**config.mk**
```make
export PLATFORM = sky130hd
export DESIGN_NAME = tick_irq_ctrl
export DESIGN_NICKNAME = d
export VERILOG_FILES = /design/src/rtl/tick_irq_pkg.sv /design/src/rtl/tick_irq_ctrl.sv
export SDC_FILE = /design/constraint.sdc
export NUM_CORES = 1
export LEC_CHECK = 0
export ABC_AREA = 1
export BUFFER_PORTS_ARGS = -buffer_cell sky130_fd_sc_hd__buf_2
export CAP_MARGIN = 30
export CORE_MARGIN = 3
export CORE_UTILIZATION = 35
export DETAILED_ROUTE_END_ITERATION = 7
export GPL_ROUTABILITY_DRIVEN = 0
export PLACE_DENSITY = 0.66
export SLEW_MARGIN = 10
export SYNTH_ARGS = -nofsm -noshare
export SYNTH_HDL_FRONTEND = slang
export SYNTH_SLANG_ARGS = --single-unit
```
**constraint.sdc**
```tcl
create_clock -name clk -period 4.3 [get_ports clk]
set_clock_uncertainty 0.1 [all_clocks]
set_input_delay 0.215 -clock clk [delete_from_list [all_inputs] [get_ports clk]]
set_output_delay 0.215 -clock clk [all_outputs]
set_load 0.005 [all_outputs]
```
**src/rtl/tick_irq_pkg.sv**
```systemverilog
package tick_irq_pkg;
  localparam int unsigned NUM_SRC = 8;
  localparam int unsigned NUM_GRP = 4;
  localparam int unsigned NUM_TICK = 2;
  localparam int unsigned TICK_CNT_W = 15;
  localparam int unsigned DIV4_W = 2;
  localparam int unsigned PERIOD_BASE = 8;

  // Byte addresses of the byte-wide registers, one per word
  localparam logic [7:0] ADR_TICK0_SRC = 8'h00;
  localparam logic [7:0] ADR_TICK1_SRC = 8'h04;
  localparam logic [7:0] ADR_TICK0_CTL = 8'h08;
  localparam logic [7:0] ADR_TICK1_CTL = 8'h0C;
  localparam logic [7:0] ADR_SRC_FLAG = 8'h10;
  localparam logic [7:0] ADR_SRC_EN = 8'h14;
  localparam logic [7:0] ADR_GRP_FLAG = 8'h18;
  localparam logic [7:0] ADR_GRP_EN = 8'h1C;
  localparam logic [7:0] ADR_GLOBAL = 8'h20;

  // Source bit positions, shared by flag and enable registers
  localparam int unsigned SRC_MATCH_A = 0;
  localparam int unsigned SRC_MATCH_P = 1;
  localparam int unsigned SRC_CMP = 2;
  localparam int unsigned SRC_TICK0 = 3;
  localparam int unsigned SRC_TICK1 = 4;
  localparam int unsigned SRC_LV = 5;
  localparam int unsigned SRC_NVM = 6;
  localparam int unsigned SRC_SERIAL = 7;

  // Members of each group, group 0 in the low byte
  localparam logic [NUM_GRP-1:0][NUM_SRC-1:0] GRP_MEMBERS = {8'hE0, 8'h18, 8'h04, 8'h03};

  localparam int unsigned CTL_RUN_BIT = 7;
  localparam int unsigned SRC_SEL_W = 2;
  localparam int unsigned PERIOD_W = 3;
  localparam int unsigned GLOBAL_EN_BIT = 0;

  localparam logic [1:0] SEL_SYS = 2'h0;
  localparam logic [1:0] SEL_SYS_DIV4 = 2'h1;

  localparam logic [7:0] SRC_RESET = 8'h00;
  localparam logic [7:0] CTL_RESET = 8'h00;
  localparam logic [DIV4_W-1:0] DIV4_LAST = 2'h3;

  typedef struct packed {
    logic cyc;
    logic stb;
    logic we;
    logic [7:0] adr;
    logic [3:0] sel;
    logic [31:0] dat;
  } wb_req_t;

  typedef struct packed {
    logic match_a;
    logic match_p;
    logic nvm_done;
    logic byte_done;
    logic addr_match;
    logic bus_timeout;
  } src_events_t;
endpackage

```
**src/rtl/tick_irq_ctrl.sv**
```systemverilog
`timescale 1ns/1ps
// Function
// - Timer has separate match A/P flags, enables
// - Vector needs global, source, group enable, stack
// - Service clears global and group, not source
// - Timer matches vector via group 0; irq output bypasses groups
// - Comparator flag set on either output edge
// - Tick flag set on divider overflow
// - Prescaler source: sys, sys/4, subclock
// - Control bit 7 runs tick generator
// - Tick0 period 2^8..2^15 prescaled cycles
// - Tick1 period 2^8..2^15 prescaled cycles
// - Low-voltage flag set on supply drop
// - Memory flag set at erase/write end
// - Serial flag on byte, address, timeout
// - Unused control bits read zero
// - Group flag set by member source flag
// - Flag rising edge wakes, enabled or not
module tick_irq_ctrl (
  input wire logic clk,
  input wire logic rst_n,
  input wire tick_irq_pkg::wb_req_t wb_req,
  output logic wb_ack,
  output logic [31:0] wb_dat_o,
  input wire tick_irq_pkg::src_events_t src_events,
  input wire logic cmp_out,
  input wire logic low_voltage,
  input wire logic low_speed_subclk,
  input wire logic stack_full,
  input wire logic irq_ack,
  input wire logic [1:0] irq_ack_group,
  input wire logic irq_return,
  output logic irq_req,
  output logic [1:0] irq_group,
  output logic wake,
  output logic irq
);
  import tick_irq_pkg::*;

  // Mask of the low bits that must all be ones at overflow
  function automatic logic [TICK_CNT_W-1:0] period_mask(input logic [PERIOD_W-1:0] sel);
    logic [TICK_CNT_W:0] one_hot;
    one_hot = '0;
    one_hot[PERIOD_BASE + 32'(sel)] = 1'b1;
    period_mask = TICK_CNT_W'(one_hot - 1'b1);
  endfunction

  logic [7:0] clk_src_ff [NUM_TICK];
  logic [7:0] tick_ctl_ff [NUM_TICK];
  logic [TICK_CNT_W-1:0] tick_cnt_ff [NUM_TICK];
  logic [NUM_SRC-1:0] src_flag_ff;
  logic [NUM_SRC-1:0] src_en_ff;
  logic [NUM_GRP-1:0] grp_flag_ff;
  logic [NUM_GRP-1:0] grp_en_ff;
  logic global_en_ff;
  logic [DIV4_W-1:0] div4_ff;
  logic [2:0] sync1_ff;
  logic [2:0] sync2_ff;
  logic [2:0] sync3_ff;
  logic [2:0] stable_ff;
  logic wb_ack_ff;
  logic [31:0] rd_dat_ff;
  logic wake_ff;
  logic irq_ff;

  // Bus decode
  wire bus_req = wb_req.cyc & wb_req.stb & ~wb_ack_ff;
  wire wr_lane0 = bus_req & wb_req.we & wb_req.sel[0];
  wire [7:0] wdat = wb_req.dat[7:0];
  wire wr_src_flag = wr_lane0 & (wb_req.adr == ADR_SRC_FLAG);
  wire wr_src_en = wr_lane0 & (wb_req.adr == ADR_SRC_EN);
  wire wr_grp_flag = wr_lane0 & (wb_req.adr == ADR_GRP_FLAG);
  wire wr_grp_en = wr_lane0 & (wb_req.adr == ADR_GRP_EN);
  wire wr_global = wr_lane0 & (wb_req.adr == ADR_GLOBAL);
  wire [NUM_TICK-1:0] wr_clk_src;
  wire [NUM_TICK-1:0] wr_tick_ctl;
  assign wr_clk_src[0] = wr_lane0 & (wb_req.adr == ADR_TICK0_SRC);
  assign wr_clk_src[1] = wr_lane0 & (wb_req.adr == ADR_TICK1_SRC);
  assign wr_tick_ctl[0] = wr_lane0 & (wb_req.adr == ADR_TICK0_CTL);
  assign wr_tick_ctl[1] = wr_lane0 & (wb_req.adr == ADR_TICK1_CTL);

  // Only the implemented bits are stored, the rest read zero
  wire [7:0] clk_src_keep = 8'((1 << SRC_SEL_W) - 1);
  wire [7:0] ctl_keep = 8'(1 << CTL_RUN_BIT) | 8'((1 << PERIOD_W) - 1);

  // Pin synchronisers: comparator, low voltage, subclock
  wire [2:0] pins = {low_speed_subclk, low_voltage, cmp_out};
  wire [2:0] agree = ~(sync2_ff ^ sync3_ff);
  wire [2:0] nxt_stable = (agree & sync3_ff) | (~agree & stable_ff);
  wire cmp_toggle = nxt_stable[0] ^ stable_ff[0];
  wire lv_rise = nxt_stable[1] & ~stable_ff[1];
  wire sub_rise = nxt_stable[2] & ~stable_ff[2];

  // Prescaled clock enables
  wire div4_tick = (div4_ff == DIV4_LAST);
  wire [NUM_TICK-1:0] psc_tick;
  wire [NUM_TICK-1:0] tick_run;
  wire [NUM_TICK-1:0] tick_ovf;
  wire [TICK_CNT_W-1:0] tick_mask [NUM_TICK];
  for (genvar t = 0; t < NUM_TICK; t++) begin : g_tick
    wire [1:0] ssel = clk_src_ff[t][SRC_SEL_W-1:0];
    assign psc_tick[t] = (ssel == SEL_SYS) ? 1'b1 :
                         (ssel == SEL_SYS_DIV4) ? div4_tick : sub_rise;
    assign tick_run[t] = tick_ctl_ff[t][CTL_RUN_BIT];
    assign tick_mask[t] = period_mask(tick_ctl_ff[t][PERIOD_W-1:0]);
    assign tick_ovf[t] = tick_run[t] & psc_tick[t] &
                         ((tick_cnt_ff[t] & tick_mask[t]) == tick_mask[t]);
  end

  // Source set events
  wire serial_evt = src_events.byte_done | src_events.addr_match | src_events.bus_timeout;
  wire [NUM_SRC-1:0] src_set;
  assign src_set[SRC_MATCH_A] = src_events.match_a;
  assign src_set[SRC_MATCH_P] = src_events.match_p;
  assign src_set[SRC_CMP] = cmp_toggle;
  assign src_set[SRC_TICK0] = tick_ovf[0];
  assign src_set[SRC_TICK1] = tick_ovf[1];
  assign src_set[SRC_LV] = lv_rise;
  assign src_set[SRC_NVM] = src_events.nvm_done;
  assign src_set[SRC_SERIAL] = serial_evt;

  // Set wins over a software clear in the same cycle
  wire [NUM_SRC-1:0] src_clr = wr_src_flag ? wdat : '0;
  wire [NUM_SRC-1:0] nxt_src_flag = (src_flag_ff & ~src_clr) | src_set;

  // Group flags and vectoring
  wire [NUM_SRC-1:0] src_active = src_flag_ff & src_en_ff;
  wire [NUM_GRP-1:0] grp_set;
  wire [NUM_GRP-1:0] grp_pend;
  for (genvar g = 0; g < NUM_GRP; g++) begin : g_grp
    assign grp_set[g] = |(src_set & GRP_MEMBERS[g]);
    assign grp_pend[g] = grp_flag_ff[g] & grp_en_ff[g] & |(src_active & GRP_MEMBERS[g]);
  end
  wire [NUM_GRP-1:0] grp_ack = irq_ack ? NUM_GRP'(1) << irq_ack_group : '0;
  wire [NUM_GRP-1:0] grp_clr = grp_ack | (wr_grp_flag ? wdat[NUM_GRP-1:0] : '0);
  wire [NUM_GRP-1:0] nxt_grp_flag = (grp_flag_ff & ~grp_clr) | grp_set;

  // Return from service re-enables; a service clears
  wire nxt_global_en = irq_return ? 1'b1 :
                       irq_ack ? 1'b0 :
                       wr_global ? wdat[GLOBAL_EN_BIT] : global_en_ff;

  assign irq_req = global_en_ff & ~stack_full & |grp_pend;
  // Lowest group number has the highest priority
  assign irq_group = grp_pend[0] ? 2'h0 :
                     grp_pend[1] ? 2'h1 :
                     grp_pend[2] ? 2'h2 : 2'h3;

  // Read mux, unmapped addresses answer zero
  wire [7:0] rd_byte =
    (wb_req.adr == ADR_TICK0_SRC) ? clk_src_ff[0] :
    (wb_req.adr == ADR_TICK1_SRC) ? clk_src_ff[1] :
    (wb_req.adr == ADR_TICK0_CTL) ? tick_ctl_ff[0] :
    (wb_req.adr == ADR_TICK1_CTL) ? tick_ctl_ff[1] :
    (wb_req.adr == ADR_SRC_FLAG) ? src_flag_ff :
    (wb_req.adr == ADR_SRC_EN) ? src_en_ff :
    (wb_req.adr == ADR_GRP_FLAG) ? 8'(grp_flag_ff) :
    (wb_req.adr == ADR_GRP_EN) ? 8'(grp_en_ff) :
    (wb_req.adr == ADR_GLOBAL) ? 8'(global_en_ff) : 8'h00;

  always_ff @(posedge clk or negedge rst_n) begin
    if (!rst_n) begin
      sync1_ff <= 3'h0;
      sync2_ff <= 3'h0;
      sync3_ff <= 3'h0;
      stable_ff <= 3'h0;
      div4_ff <= '0;
    end else begin
      sync1_ff <= pins;
      sync2_ff <= sync1_ff;
      sync3_ff <= sync2_ff;
      stable_ff <= nxt_stable;
      div4_ff <= div4_ff + 1'b1;
    end
  end

  always_ff @(posedge clk or negedge rst_n) begin
    if (!rst_n) begin
      for (int t = 0; t < NUM_TICK; t++) begin
        clk_src_ff[t] <= SRC_RESET;
        tick_ctl_ff[t] <= CTL_RESET;
        tick_cnt_ff[t] <= '0;
      end
    end else begin
      for (int t = 0; t < NUM_TICK; t++) begin
        if (wr_clk_src[t]) begin
          clk_src_ff[t] <= wdat & clk_src_keep;
        end
        if (wr_tick_ctl[t]) begin
          tick_ctl_ff[t] <= wdat & ctl_keep;
        end
        if (!tick_run[t]) begin
          tick_cnt_ff[t] <= '0;
        end else if (psc_tick[t]) begin
          tick_cnt_ff[t] <= tick_cnt_ff[t] + 1'b1;
        end
      end
    end
  end

  always_ff @(posedge clk or negedge rst_n) begin
    if (!rst_n) begin
      src_flag_ff <= '0;
      src_en_ff <= '0;
      grp_flag_ff <= '0;
      grp_en_ff <= '0;
      global_en_ff <= 1'b0;
      wake_ff <= 1'b0;
      irq_ff <= 1'b0;
    end else begin
      src_flag_ff <= nxt_src_flag;
      grp_flag_ff <= nxt_grp_flag;
      global_en_ff <= nxt_global_en;
      if (wr_src_en) begin
        src_en_ff <= wdat;
      end
      if (wr_grp_en) begin
        grp_en_ff <= wdat[NUM_GRP-1:0];
      end
      wake_ff <= |(nxt_src_flag & ~src_flag_ff);
      irq_ff <= |(nxt_src_flag & src_en_ff);
    end
  end

  // One-cycle answer, dropped the cycle after
  always_ff @(posedge clk or negedge rst_n) begin
    if (!rst_n) begin
      wb_ack_ff <= 1'b0;
      rd_dat_ff <= '0;
    end else begin
      wb_ack_ff <= bus_req;
      rd_dat_ff <= bus_req ? {24'h000000, rd_byte} : '0;
    end
  end

  assign wb_ack = wb_ack_ff;
  assign wb_dat_o = rd_dat_ff;
  assign wake = wake_ff;
  assign irq = irq_ff;

  // Assertions
  a_req_needs_enables:
  assert property (@(posedge clk) disable iff (!rst_n)
    irq_req |-> global_en_ff && !stack_full && grp_en_ff[irq_group]
      && |(src_active & GRP_MEMBERS[irq_group]))
    else $error("request without all enables");

  a_ack_clears_global:
  assert property (@(posedge clk) disable iff (!rst_n)
    (irq_ack && !irq_return) |=> !global_en_ff)
    else $error("service left global enable set");

  a_ack_keeps_source:
  assert property (@(posedge clk) disable iff (!rst_n)
    (irq_ack && !wr_src_flag) |=> ((src_flag_ff & $past(src_flag_ff)) == $past(src_flag_ff)))
    else $error("service cleared a source flag");

  a_cmp_edge_sets:
  assert property (@(posedge clk) disable iff (!rst_n)
    (sync2_ff[0] == sync3_ff[0] && sync3_ff[0] != stable_ff[0]) |=> src_flag_ff[SRC_CMP])
    else $error("comparator edge did not set flag");

  a_tick_ovf_sets:
  assert property (@(posedge clk) disable iff (!rst_n)
    tick_ovf[0] |=> src_flag_ff[SRC_TICK0] && tick_cnt_ff[0] == $past(tick_cnt_ff[0]) + 1'b1)
    else $error("tick overflow lost");

  a_tick_off_clear:
  assert property (@(posedge clk) disable iff (!rst_n)
    !tick_run[1] |=> tick_cnt_ff[1] == '0)
    else $error("disabled divider not cleared");

  a_reserved_reads_zero:
  assert property (@(posedge clk) disable iff (!rst_n)
    (wb_ack && $past(wb_req.adr) == ADR_TICK0_CTL) |-> wb_dat_o[6:3] == 4'h0)
    else $error("reserved control bits not zero");

  a_wake_on_rise:
  assert property (@(posedge clk) disable iff (!rst_n)
    |(src_flag_ff & ~$past(src_flag_ff)) |-> wake_ff)
    else $error("flag rise without wake");

  a_group_follows:
  assert property (@(posedge clk) disable iff (!rst_n)
    grp_set[2] |=> grp_flag_ff[2])
    else $error("group flag not set by member");

  a_period_sel:
  assert property (@(posedge clk) disable iff (!rst_n)
    tick_ovf[0] |-> tick_cnt_ff[0][PERIOD_BASE-1:0] == 8'hFF)
    else $error("overflow before 2^8 boundary");

  a_stack_blocks_req:
  assert property (@(posedge clk) disable iff (!rst_n)
    stack_full |-> !irq_req)
    else $error("request while stack full");

  a_ack_clears_group:
  assert property (@(posedge clk) disable iff (!rst_n)
    (irq_ack && !grp_set[irq_ack_group]) |=> !grp_flag_ff[$past(irq_ack_group)])
    else $error("service left group flag set");

  a_match_a_sets:
  assert property (@(posedge clk) disable iff (!rst_n)
    src_events.match_a |=> src_flag_ff[SRC_MATCH_A])
    else $error("match A did not set flag");

  a_match_p_sets:
  assert property (@(posedge clk) disable iff (!rst_n)
    src_events.match_p |=> src_flag_ff[SRC_MATCH_P])
    else $error("match P did not set flag");

  a_lv_rise_sets:
  assert property (@(posedge clk) disable iff (!rst_n)
    lv_rise |=> src_flag_ff[SRC_LV])
    else $error("low voltage did not set flag");

  a_nvm_done_sets:
  assert property (@(posedge clk) disable iff (!rst_n)
    src_events.nvm_done |=> src_flag_ff[SRC_NVM])
    else $error("memory completion did not set flag");

  a_serial_evt_sets:
  assert property (@(posedge clk) disable iff (!rst_n)
    serial_evt |=> src_flag_ff[SRC_SERIAL])
    else $error("serial event did not set flag");

  a_tick1_ovf_sets:
  assert property (@(posedge clk) disable iff (!rst_n)
    tick_ovf[1] |=> src_flag_ff[SRC_TICK1])
    else $error("tick 1 overflow lost");

  a_tick1_period:
  assert property (@(posedge clk) disable iff (!rst_n)
    tick_ovf[1] |-> tick_cnt_ff[1][PERIOD_BASE-1:0] == '1)
    else $error("tick 1 overflow before 2^8 boundary");

  a_tick0_off_clear:
  assert property (@(posedge clk) disable iff (!rst_n)
    !tick_run[0] |=> tick_cnt_ff[0] == '0)
    else $error("disabled tick 0 divider not cleared");

  a_src_sel_zero:
  assert property (@(posedge clk) disable iff (!rst_n)
    (wb_ack && $past(wb_req.adr) == ADR_TICK1_SRC) |-> wb_dat_o[7:SRC_SEL_W] == '0)
    else $error("reserved source select bits not zero");
endmodule

```
# Word level (Yosys, flattened, before mapping)
# Cells that the tools add are included.
[classes] add_sub_neg=7 n_lt_le_gt_ge=4 n_eq_ne=15 n_shift=1 mux=31 n_bitwise=55 n_reduce_logical=15
[op_table] op="2-to-1 mux 8 bit" n=8
[op_table] op="2-to-1 mux 15 bit" n=4
[op_table] op="AND 8 bit" n=4
[op_table] op="equality test 8 x 5 -> 1 bit (second input constant)" n=4
[op_table] op="adder 15 x 1 -> 15 bit (second input constant)" n=2
[op_table] op="AND 15 bit" n=2
[op_table] op="equality test 15 bit" n=2
[op_table] op="subtractor 15 x 1 -> 15 bit (second input constant)" n=2
[op_table] op="AND 1 bit" n=29
[op_table] op="equality test 8 x 4 -> 1 bit (second input constant)" n=2
[op_table] op="2-to-1 mux 4 bit" n=4
[op_table] op="inverter 8 bit" n=2
[op_table] op="OR reduction 8 bit" n=2
[op_table] op="2-to-1 mux 1 bit" n=11
[op_table] op="adder 4 x 3 -> 5 bit (first input constant)" n=2
[op_table] op="greater-or-equal comparator 5 x 1 -> 1 bit (second input constant)" n=2
[op_table] op="less-than comparator 5 bit (second input constant)" n=2
[op_table] op="demux 1 bit (select 4 bit)" n=2
[op_table] op="equality test 8 x 3 -> 1 bit (second input constant)" n=1
[op_table] op="equality test 8 x 6 -> 1 bit (second input constant)" n=1
[op_table] op="logical NOT 8 bit" n=1
[op_table] op="OR 4 bit" n=2
[op_table] op="OR 8 bit" n=1
[op_table] op="OR reduction 2 bit" n=4
[op_table] op="other kinds (20)" n=32
[totals] reg_bits=116 out_inout_bits=38 wordCells=148

# Logic depth before layout (Yosys ltp)
# Gate-level depths: netlist of the first run.
[logic_depth] depth_word=13 mapped_depth=13 ltp_nobuf=12

# Worst setup path before layout of the first run
# No wires, ideal clock.
[synth_timing] path_kind="reg-to-reg" start="register tick_cnt_ff[0] (netlist bit)" end="register irq_ff (netlist: irq)" arrival_time_ps=1384 slack_ps=2751 path_stages_with_launch=12 n_path_buf=0 period_less_slack_ps=1549 cell_sequence="dfrtp_1 ha_1 nand2_1 nor2_1 nand2_1 nor2_2 nand3_2 nand2_2 nand2_1 nand2_1 nor2_1 nand2_1"
[synth_between] elab_chain_len=6
[synth_lines] item="start, declared" line_no="tick_irq_ctrl.sv:50" rtl="logic [TICK_CNT_W-1:0] tick_cnt_ff [NUM_TICK];"
[synth_lines] item="start signal, assigned by index" line_no="tick_irq_ctrl.sv:195" rtl="tick_cnt_ff[t] <= tick_cnt_ff[t] + 1'b1;"
[synth_lines] item="AND 15 bit" line_no="tick_irq_ctrl.sv:107" rtl="((tick_cnt_ff[t] & tick_mask[t]) == tick_mask[t]);"
[synth_lines] item="equality test 15 bit" line_no="tick_irq_ctrl.sv:107"
[synth_lines] item="AND 1 bit" line_no="tick_irq_ctrl.sv:106" rtl="assign tick_ovf[t] = tick_run[t] & psc_tick[t] &"
[synth_lines] item="OR 8 bit" line_no="tick_irq_ctrl.sv:124" rtl="wire [NUM_SRC-1:0] nxt_src_flag = (src_flag_ff & ~src_clr) | src_set;"
[synth_lines] item="net nxt_src_flag[4]" line_no="tick_irq_ctrl.sv:124"
[synth_lines] item="AND 8 bit" line_no="tick_irq_ctrl.sv:221" rtl="irq_ff <= |(nxt_src_flag & src_en_ff);"
[synth_lines] item="OR reduction 8 bit" line_no="tick_irq_ctrl.sv:221"
[synth_lines] item="end signal, assigned" line_no="tick_irq_ctrl.sv:221"
[synth_lines] item="end, declared" line_no="tick_irq_ctrl.sv:64" rtl="logic irq_ff;"
# The timed path passes the listed nets, and every way through them passes these cells.
# A chain may end at the register's enable or synchronous reset.

# Final worst setup path of the first run
[layout_timing] start="register src_en_ff[1]" end="output irq_req"
[layout_between] elab_chain_len=5
[layout_lines] item="start, declared" line_no="tick_irq_ctrl.sv:52" rtl="logic [NUM_SRC-1:0] src_en_ff;"
[layout_lines] item="start signal, assigned" line_no="tick_irq_ctrl.sv:215" rtl="src_en_ff <= wdat;"
[layout_lines] item="AND 8 bit" line_no="tick_irq_ctrl.sv:127" rtl="wire [NUM_SRC-1:0] src_active = src_flag_ff & src_en_ff;"
[layout_lines] item="OR reduction 2 bit" line_no="tick_irq_ctrl.sv:132" rtl="assign grp_pend[g] = grp_flag_ff[g] & grp_en_ff[g] & |(src_active & GRP_MEMBERS[g]);"
[layout_lines] item="AND 1 bit" line_no="tick_irq_ctrl.sv:132"
[layout_lines] item="OR reduction 4 bit" line_no="tick_irq_ctrl.sv:143" rtl="assign irq_req = global_en_ff & ~stack_full & |grp_pend;"
[layout_lines] item="AND 1 bit" line_no="tick_irq_ctrl.sv:143"
[layout_lines] item="end, declared" line_no="tick_irq_ctrl.sv:33" rtl="output logic irq_req,"
# Every way passes these cells.

==> summary.txt, run 1 <==
Pre-CTS WS: 2440 ps
First-pass GRT wire length: 18.6 mm
DR WL/cell: 12.8 um
Max_slew headroom: 48.1%
Proportion of synthesized area in mux cells: 0.608%
Root buf cell: clkbuf_16
Synth Warn #: 0
Unrepaired setup endpoints after global routing: false
Initial Util: 36.5%
Prevailing post-synth register cell: dfrtp_1
Adder-cell share of the synthesized area: 1.17%
CTS Buf Count: 9
Layout area overhead: 14.2%
Cells along the critical path: a22o_1 -> nand3_1 -> nand2_1 -> o21ai_0 -> nor2_1 -> buf_2
Clock sink count: 92
Core area: 13500 um^2
Hold Path Class: input pin to register
Synth area leaders: dfrtp_1, nand2_1, inv_1
DRT antenna net count: 0
H-tree Lvls: 3
Achievable frequency: 539 MHz
Vias: 4075
Outcome: complete, no violations
1st-iter DRT viols: 312
Post-route clock period utilization: 43.2%
Post-DR vias/cell: 4.73
GRT Util Overall: 14.4%
Hold Fails Final Rpt: 0
Top-count cell post-synth: nand2_1
Worst slew pin tran: 778 ps
Max-Cap Viols: 0
Fin. max-slew vios: 0
Required time of the critical path: 3980 ps
Die Wd: 125 um
Vias in the first global route: 3779
CP max stage cell: dfrtp_1
Crit path kind: register to output port
CTS tree: yes
Final net count: 747
Hold depth: 2
Compound-gate portion of the synthesized area: 10.8%
R2r setup slk: 2470 ps
Gr ovfl total: 0
Synth Area in XOR/XNOR: 0.710%
IR drop worst, VDD: 0.168 mV
Die area: 15600 um^2
# DRC: 0
Fin util: 41.7%
Post-CTS Setup Inserts: 0
Post-synth ARST share: 100%
Clock-pin slew on the worst setup and hold paths: 70 ps
Largest net degree at the start of global routing: 61
Sequential element share of the synthesized area: 46.6%
CP Launch Type: register
#FFs+latches synth: 92
Synth Area in Simple Gates: 29.4%
Die height: 125 um
Hold Slack: 9.89 ps
Crit-path max FO: 4
CP arrival: 1540 ps
IO Port Bufs: 49
Initial antenna violation count: 0
Post-DP HPWL: 8.14 mm
Placed Cells: 839
Min-Delay Endpoint: global_en_ff$_DFFE_PN0P_
Setup ws final: 2440 ps
Main combinational cell family by area after synthesis: simple AND/OR/NAND/NOR gates
Top cells by instance count after synthesis: nand2_1, dfrtp_1, inv_1
Reg2reg path depth: 11
First drt pass iteration count: 5
Leak: 2.69 nW
Critical Path End Type: output port
Pwr Density: 321 nW/um^2
Synth Instances: 619
Count of final setup violators: 0
Total Negative Setup Slacks: 0 ps
Synthesized area: 4940 um^2
Final WL: 11.0 mm
# diodes: 0
Post-synthesis area per instance: 7.97 um^2
R2r startpoint: tick_cnt_ff[0]$_DFFE_PN0P_
Share of cells above drive strength 1: 15.6%
Tmin final: 1860 ps
RR Endpoint: irq$_DFF_PN0_
Top-area cell type share of the netlist area: 46.6%
Hold path startpoint: irq_ack
Final cell count without fillers: 862
Maximum root-to-sink buffer count: 2
Row cnt: 42
Post-synth EDFFs: 0
Worst stage delay on the critical path: 430 ps
Clock insertion delay at the later pin of the skew report: 340 ps
Yosys top cell by area: dfrtp_1
I/O pin count: 101
Yosys cell types: 42
[report_power, final]
group | switching [W] | internal, W
Sequential | 0.0000115 | 0.000878
Clock | 0.000361 | 0.000461
Combinational | 0.0000642 | 0.0000333
Total | 0.000437 | 0.00137
[state kept, by name, summed over array words and instances (netlist names), 4 cells and up]
signal,count
grp_en_ff,4
wb_dat_o,8
tick_cnt_ff,30
src_flag_ff,8
src_en_ff,8
tick_ctl_ff,8
clk_src_ff,4
grp_flag_ff,4
[logic make-up after synthesis]
group | after synthesis
other | 1
flip-flops | 92
XOR/XNOR | 4
AND/OR/NAND/NOR | 315
adder cells (fa/ha/maj) | 5
buffers and inverters | 104
multiplexers | 2
AO/OA/AOI/OAI | 96
[metal layers]
metal / routed length [um] / part of all wire (%) / vias to the layer above / global-route usage (%)
met3: 376 / 3.4 / 6 / 2.96
met2: 5420 / 49 / 72 / 23.3
met5: 0 / 0 / - / 0
met1: 5140 / 47 / 1899 / 19.5
li1: - / - / 2098 / -
met4: 97 / 0.88 / 0 / 4.77
[critical path, delay by kind of cell, from the launching register on]
kind,cells,cell delay (ps)
AND/OR/NAND/NOR,3,230
flip-flops,1,430
AO/OA/AOI/OAI,2,420
buffers and inverters,1,120
[cell type report]
cell class | instances | area, um^2
well taps | 176 | 220
inverters | 75 | 287
multi-input cells | 446 | 2190
flip-flops and latches | 92 | 2300
clock buffers | 9 | 225
fillers | 1363 | 7870
repair buffers | 57 | 325
clock inverters | 7 | 82.6
[layout by cell type (no fill, tap or decap), drive strengths merged, types with 2 or more instances in the layout]
cell type      n
a21oi         26
a22o           2
a31oi          3
buf           50
clkbuf         9
clkinv         2
conb          24
dfrtp         92
dlygate4sd3    7
ha             3
inv           78
maj3           2
mux2           2
nand2        177
nand3         46
nand3b         5
nand4         14
nor2          59
nor3          10
o211ai         3
o21a           2
o21ai         49
o21bai         2
o22ai          2
o31ai          3
or2            2
xor2           4
[worst max path at each step]
stage | to | from | slack [ps] | cells past startpoint
6_report | irq_req | src_en_ff[1]$_DFFE_PN0P_ | 2440 | 6
5_1_grt | irq$_DFF_PN0_ | tick_cnt_ff[0]$_DFFE_PN0P_ | 2270 | 11
4_1_cts | irq_req | src_en_ff[1]$_DFFE_PN0P_ | 2430 | 6
3_5_place_dp | wb_dat_o[3]$_DFF_PN0_ | wb_req[42] | 2440 | 8
3_3_place_gp | wb_dat_o[3]$_DFF_PN0_ | wb_req[42] | 2430 | 8
2_1_floorplan | irq$_DFF_PN0_ | tick_cnt_ff[0]$_DFFE_PN0P_ | 2750 | 11
[metrics by stage]
| step | cell area (um^2) | power (W) |
|---|---|---|
| after floorplan | 5020 | 0.000965 |
| after global placement | 5260 | 0.000999 |
| after detailed placement | 5260 | 0.00100 |
| after CTS | 5640 | 0.00183 |
| after global routing | 5640 | 0.00188 |
| final | 5640 | 0.00181 |
[what timing repair did]
item	4_1_cts	5_1_grt
hold buffers	7	0
hold endpoints to repair	66	0
setup endpoints to repair	0	0
gates resized for setup	0	0
Note: power is estimated with default switching activity, not from simulation.
==> run 2: changes to the inputs <==
PLACE_DENSITY = 0.68   (was 0.66)
clock period = 1.6 ns   (was 4.3 ns; I/O delays follow)
==> run 2 against run 1 <==
  * Sequential power grew to 2.7 times the previous value
  * Critical endpoint unchanged
  * Global-route usage is 1.3 points higher
  * Flip-flop and latch count stayed put
  * Highest routed layer unchanged
  * Hold slack better by 3.9 ps
  * The flow now finishes with violations (setup timing)
  * Critical path type unchanged
  * Wire length is 13% higher
  * Largest cell class is now multi-input gates
==> summary.txt, run 2 (synthesis gave the netlist of run 1 again) <==
IR drop worst, VDD: 0.702 mV (+320%)
Fin util: 48.7% (+6.9 points)
Switching Share: 22.1% (-2.1 points)
1st-iter DRT viols: 246 (-21%)
Root buf cell: clkbuf_16
H-tree Lvls: 3 (unchanged)
Pwr Density: 798 nW/um^2 (+150%)
Fill cells: 1273 (-6.6%)
Die Wd: 125 um (unchanged)
Hold Fails Final Rpt: 0 (unchanged)
Post-DR vias/cell: 4.79 (+1.4%)
Final net count: 825 (+10%)
Fin. max-slew vios: 0 (unchanged)
Register name with the most flops: tick_cnt_ff
Reg2reg path depth: 12 (+1)
Crit path kind: register to output port
Sequential share of power: 45.5% (-3.7 points)
GRT Util Overall: 15.7% (+1.3 points)
Core area: 13500 um^2 (unchanged)
Internal power: 0.00409 W (+200%)
Hold depth: 4 (+2)
Clock sink count: 92 (unchanged)
Pre-CTS WS: -58.8 ps (-2500 ps)
# diodes: 0 (unchanged)
CTS tree: yes
Max-Cap Viols: 0 (unchanged)
Commonest non-fill, non-tap cell in the layout: nand2_1
Max FFs per register: 30 (unchanged)
Clock share of power: 48.0% (+2.5 points)
Achievable frequency: 618 MHz
Outcome: complete, but fails checks
Row cnt: 42 (unchanged)
Largest net degree at the start of global routing: 45 (-26%)
First drt pass iteration count: 5 (unchanged)
DR WL/cell: 13.2 um (+3.5%)
# DRC: 0 (unchanged)
Unrepaired setup endpoints after global routing: true
Final cell count without fillers: 940 (+9.0%)
Post-route clock period utilization: 101%
Initial antenna violation count: 0 (unchanged)
Initial Util: 36.5% (unchanged)
Total Negative Setup Slacks: -20.3 ps (-20.3 ps)
Multi-input gate area: 2390 um^2 (+9.0%)
Placed Cells: 891 (+6.2%)
Vias in the first global route: 4239 (+12%)
IO Port Bufs: 49 (unchanged)
Maximum root-to-sink buffer count: 2 (unchanged)
Required time of the critical path: 1420 ps (-2560 ps)
DRT antenna net count: 0 (unchanged)
First-pass GRT wire length: 20.0 mm (+7.6%)
Post-DP HPWL: 8.87 mm (+9.0%)
Cells along the critical path: a22o_1 -> nand3_2 -> nand2_2 -> o21ai_2 -> nor2_1 -> buf_2
Switch Pwr: 0.00116 W (+160%)
Leak: 3.14 nW (+17%)
Critical Path End Type: output port
Layout area overhead: 33.2%
Vias: 4504 (+11%)
Hold Path Class: input pin to register
Combinational power share: 6.5% (+1.1 points)
I/O pin count: 101 (unchanged)
Worst stage delay on the critical path: 380 ps (-50 ps)
Die area: 15600 um^2 (unchanged)
Failing checks: setup timing
Setup ws final: -17.1 ps (-2460 ps)
Count of final setup violators: 2 (+2)
Crit-path max FO: 2 (-2)
Final WL: 12.4 mm (+13%)
Clock insertion delay at the later pin of the skew report: 350 ps (about the same)
CP max stage cell: dfrtp_1
Most frequent cells in the layout: nand2_1, dfrtp_1, inv_1
Gr ovfl total: 0 (unchanged)
Clock-pin slew on the worst setup and hold paths: 70 ps (about the same)
Die height: 125 um (unchanged)
CP Launch Type: register
CTS Buf Count: 9 (unchanged)
Share of cells above drive strength 1: 28.5% (+13 points)
CP arrival: 1440 ps (-100 ps)
Tmin final: 1620 ps
Sequential Area: 2300 um^2 (unchanged)
Overall power consumption: 0.00524 W (+190%)
run 2: final cells by class:
type | count | area share, %
inverter | 75 | 4.36
tap | 176 | 3.35
timing repair buffer | 135 | 15.6
clock inverter | 5 | 1.64
multi-input combinational | 446 | 36.4
clock buffer | 11 | 3.69
sequential | 92 | 35.0
run 2: stage by stage:
step	hold WS, ps	cell area, um^2
3_3_place_gp	-146	5690
4_1_cts	-118	6320
2_1_floorplan	-316	5020
6_report	13.8	6570
5_1_grt	19.2	6570
3_5_place_dp	-147	5690
run 2: power groups by stage:
stage / logic, W / registers, W / clock network (W)
after CTS: 0.000335 / 0.00239 / 0.00257
final: 0.000341 / 0.00239 / 0.00252
after detailed placement: 0.000292 / 0.00243 / 0
after global routing: 0.000387 / 0.00239 / 0.00265
after floorplan: 0.000165 / 0.00243 / 0
after global placement: 0.000289 / 0.00243 / 0
run 2: worst max-delay path: cells and delay by family, from the launching register on:
kind / cells / cell delay [ps]
AO/OA/AOI/OAI: 2 / 380
AND/OR/NAND/NOR: 3 / 220
flip-flops: 1 / 380
buffers and inverters: 1 / 120
run 2: layer usage:
layer | global-route usage, % | routed length, um | up-vias | share of wire, %
met5 | 0 | 0 | - | 0
met4 | 5.29 | 218 | 0 | 1.8
met3 | 4.03 | 573 | 20 | 4.6
met2 | 26.2 | 6300 | 110 | 51
met1 | 19.8 | 5360 | 2112 | 43
li1 | - | - | 2262 | -
run 2: repair_timing:
action / 4_1_cts / 5_1_grt
gates resized for setup: 19 / 55
hold endpoints to repair: 118 / 2
setup endpoints to repair: 20 / 23
pin swaps: 5 / 26
hold buffers: 21 / 1
setup buffers: 3 / 8
run 2: path summary, 6_finish.rpt:
path | end | startpoint | slack (ps)
hold reg to reg | sync2_ff[1]$_DFF_PN0_ | sync1_ff[1]$_DFF_PN0_ | 250
hold / removal | wb_ack$_DFF_PN0_ | wb_req[46] | 10
setup reg to reg | tick_cnt_ff[29]$_DFFE_PN0P_ | div4_ff[0]$_DFF_PN0_ | 0
setup / recovery | irq_req | src_flag_ff[1]$_DFF_PN0_ | -20
max in group asynchronous | tick_cnt_ff[7]$_DFFE_PN0P_ | rst_n | 840
min in group asynchronous | div4_ff[1]$_DFF_PN0_ | rst_n | 40
==> run 3: changes to the inputs <==
CORE_MARGIN = 2   (was 3)
SKIP_LAST_GASP = 1   (was not set)
==> run 3 against run 2 <==
  * The flow still finishes with violations (setup timing)
  * Hold slack improved by 16 ps
  * Non-clock buffer count is 6 lower
  * Critical path type unchanged
  * Register-to-register slack lost 20 ps
  * Cell count shrank 0.21%
  * Maximum frequency decreased by 1.9%
  * Utilization shrank 0.70 points
  * Critical endpoint unchanged
  * Power down 0.38%
  * Sequential power barely moved
  * Setup slack worse by 32 ps
  * Clock power is 2% lower
==> summary.txt, run 3 (synthesis gave the netlist of run 1 again) <==
Clock share of power: 47.4% (-0.6 points)
Unrepaired setup endpoints after global routing: true
Switching Share: 21.6% (-0.45 points)
IO Port Bufs: 49 (unchanged)
Fin. max-slew vios: 0 (unchanged)
Internal power: 0.00409 W (+0.20%)
Final WL: 12.5 mm (+0.10%)
Required time of the critical path: 1420 ps (about the same)
Post-route clock period utilization: 103% (+2.0 points)
IR drop worst, VDD: 0.480 mV (-32%)
Post-DP HPWL: 8.89 mm (+0.17%)
Multi-input gate area: 2460 um^2 (+2.9%)
1st-iter DRT viols: 297 (+21%)
Fin util: 48.0% (-0.70 points)
Die height: 123 um (-1.6%)
H-tree Lvls: 3 (unchanged)
Pwr Density: 788 nW/um^2 (-1.3%)
First drt pass iteration count: 4 (-1)
# DRC: 0 (unchanged)
Largest net degree at the start of global routing: 28 (-38%)
Crit-path max FO: 4 (+2)
Die area: 15100 um^2 (-3.2%)
GRT Util Overall: 17.0% (+1.3 points)
Sequential share of power: 45.7% (+0.2 points)
Switch Pwr: 0.00113 W (-2.4%)
Core area: 13800 um^2 (+2.4%)
Most Crowded Layer GR: met2
Max FFs per register: 30 (unchanged)
Setup ws final: -48.9 ps (-31.8 ps)
Combinational power share: 6.9% (+0.4 points)
Clock insertion delay at the later pin of the skew report: 340 ps (about the same)
Leak: 3.14 nW (about the same)
Total Negative Setup Slacks: -91.7 ps (-71.4 ps)
Initial Util: 35.7% (-0.85 points)
DRT antenna net count: 0 (unchanged)
Die Wd: 123 um (-1.6%)
Share of cells above drive strength 1: 29.8% (+1.3 points)
Failing checks: setup timing
Initial antenna violation count: 0 (unchanged)
DR WL/cell: 13.3 um (+0.32%)
Layout area overhead: 34.4%
Register name with the most flops: tick_cnt_ff
Outcome: complete, but fails checks
Hold Fails Final Rpt: 0 (unchanged)
Crit path kind: register to output port
Final net count: 819 (-0.73%)
Vias in the first global route: 4224 (-0.35%)
CTS tree: yes
CP Launch Type: register
Fill cells: 1296 (+1.8%)
Most frequent cells in the layout: nand2_1, dfrtp_1, inv_1
Maximum root-to-sink buffer count: 2 (unchanged)
CTS Buf Count: 9 (unchanged)
# diodes: 0 (unchanged)
Clock sink count: 92 (unchanged)
Sequential Area: 2300 um^2 (unchanged)
Vias: 4500 (-0.089%)
Hold Slack: 29.4 ps (+15.6 ps)
Hold Path Class: input pin to register
Post-DR vias/cell: 4.80 (+0.12%)
Tmin final: 1650 ps (+31.8 ps)
GR Layer Usage met2: 27.5% (+1.2 points)
Commonest non-fill, non-tap cell in the layout: nand2_1
CP arrival: 1470 ps (+30 ps)
Critical Path End Type: output port
Gr ovfl total: 0 (unchanged)
Count of final setup violators: 4 (+2)
Max-Cap Viols: 0 (unchanged)
Achievable frequency: 606 MHz (-1.9%)
Row cnt: 43 (+2.4%)
Met3 GRT Util: 3.49% (-0.55 points)
First-pass GRT wire length: 20.2 mm (+0.76%)
Root buf cell: clkbuf_16
Clock-pin slew on the worst setup and hold paths: 70 ps (about the same)
Met1 Usage GRT: 22.9% (+3.0 points)
Overall power consumption: 0.00523 W (-0.38%)
I/O pin count: 101 (unchanged)
-- run 3: worst paths after layout --
kind	startpoint	endpoint	slack, ps	cells after the start
worst max register to register	wb_ack$_DFF_PN0_	src_en_ff[5]$_DFFE_PN0P_	-20	7
max in group asynchronous	rst_n	tick_cnt_ff[16]$_DFFE_PN0P_	740	3
worst min-delay path	irq_ack_group[0]	grp_flag_ff[3]$_DFF_PN0_	30	4
min in group asynchronous	rst_n	tick_cnt_ff[26]$_DFFE_PN0P_	100	2
worst min register to register	sync1_ff[1]$_DFF_PN0_	sync2_ff[1]$_DFF_PN0_	250	0
worst max-delay path	src_flag_ff[1]$_DFF_PN0_	irq_req	-50	6
-- run 3: critical path, stage by stage, from the launching register on --
cell and delay, ps:
dfrtp_1 420, a22o_1 260, nand3_2 80, nand2_2 70, o21ai_2 130, nor2_1 50
buf_2 120
-- run 3: power groups by stage --
stage / combinational [W] / sequential [W] / clock (W)
after global routing: 0.000402 / 0.00239 / 0.00263
final: 0.000360 / 0.00239 / 0.00248
after floorplan: 0.000165 / 0.00243 / 0
after CTS: 0.000343 / 0.00239 / 0.00251
after detailed placement: 0.000299 / 0.00243 / 0
after global placement: 0.000293 / 0.00243 / 0
-- run 3: per-layer routing --
metal  part of all wire (%)  up-vias  wire length [um]
met5                      0        -                 0
met4                    2.4        0               300
met3                    3.8       29               475
met2                     49      121              6160
met1                     44     2117              5520
li1                       -     2233                 -
-- run 3: metrics by stage --
step,setup WS [ps],cells,instance area [um^2]
2_1_floorplan,50.9,642,5020
3_3_place_gp,6.67,891,5670
3_5_place_dp,-28.6,891,5670
4_1_cts,-37.6,929,6270
5_1_grt,-129,938,6630
6_report,-48.9,938,6630
-- run 3: area by class of cell --
| cell class | instances | share of cell area (%) |
|---|---|---|
| clock inverters | 5 | 1.62 |
| inverters | 75 | 4.36 |
| multi-input cells | 446 | 37.1 |
| clock buffers | 11 | 3.66 |
| well taps | 180 | 3.39 |
| flip-flops and latches | 92 | 34.7 |
| repair buffers | 129 | 15.2 |
-- run 3: timing repair --
action / CTS / global route
pin swaps: 7 / 32
endpoints found under the hold margin: 115 / 0
gates cloned: 0 / 2
hold buffers: 20 / 0
setup endpoints to repair: 8 / 36
setup buffers: 2 / 7
gates resized for setup: 11 / 76
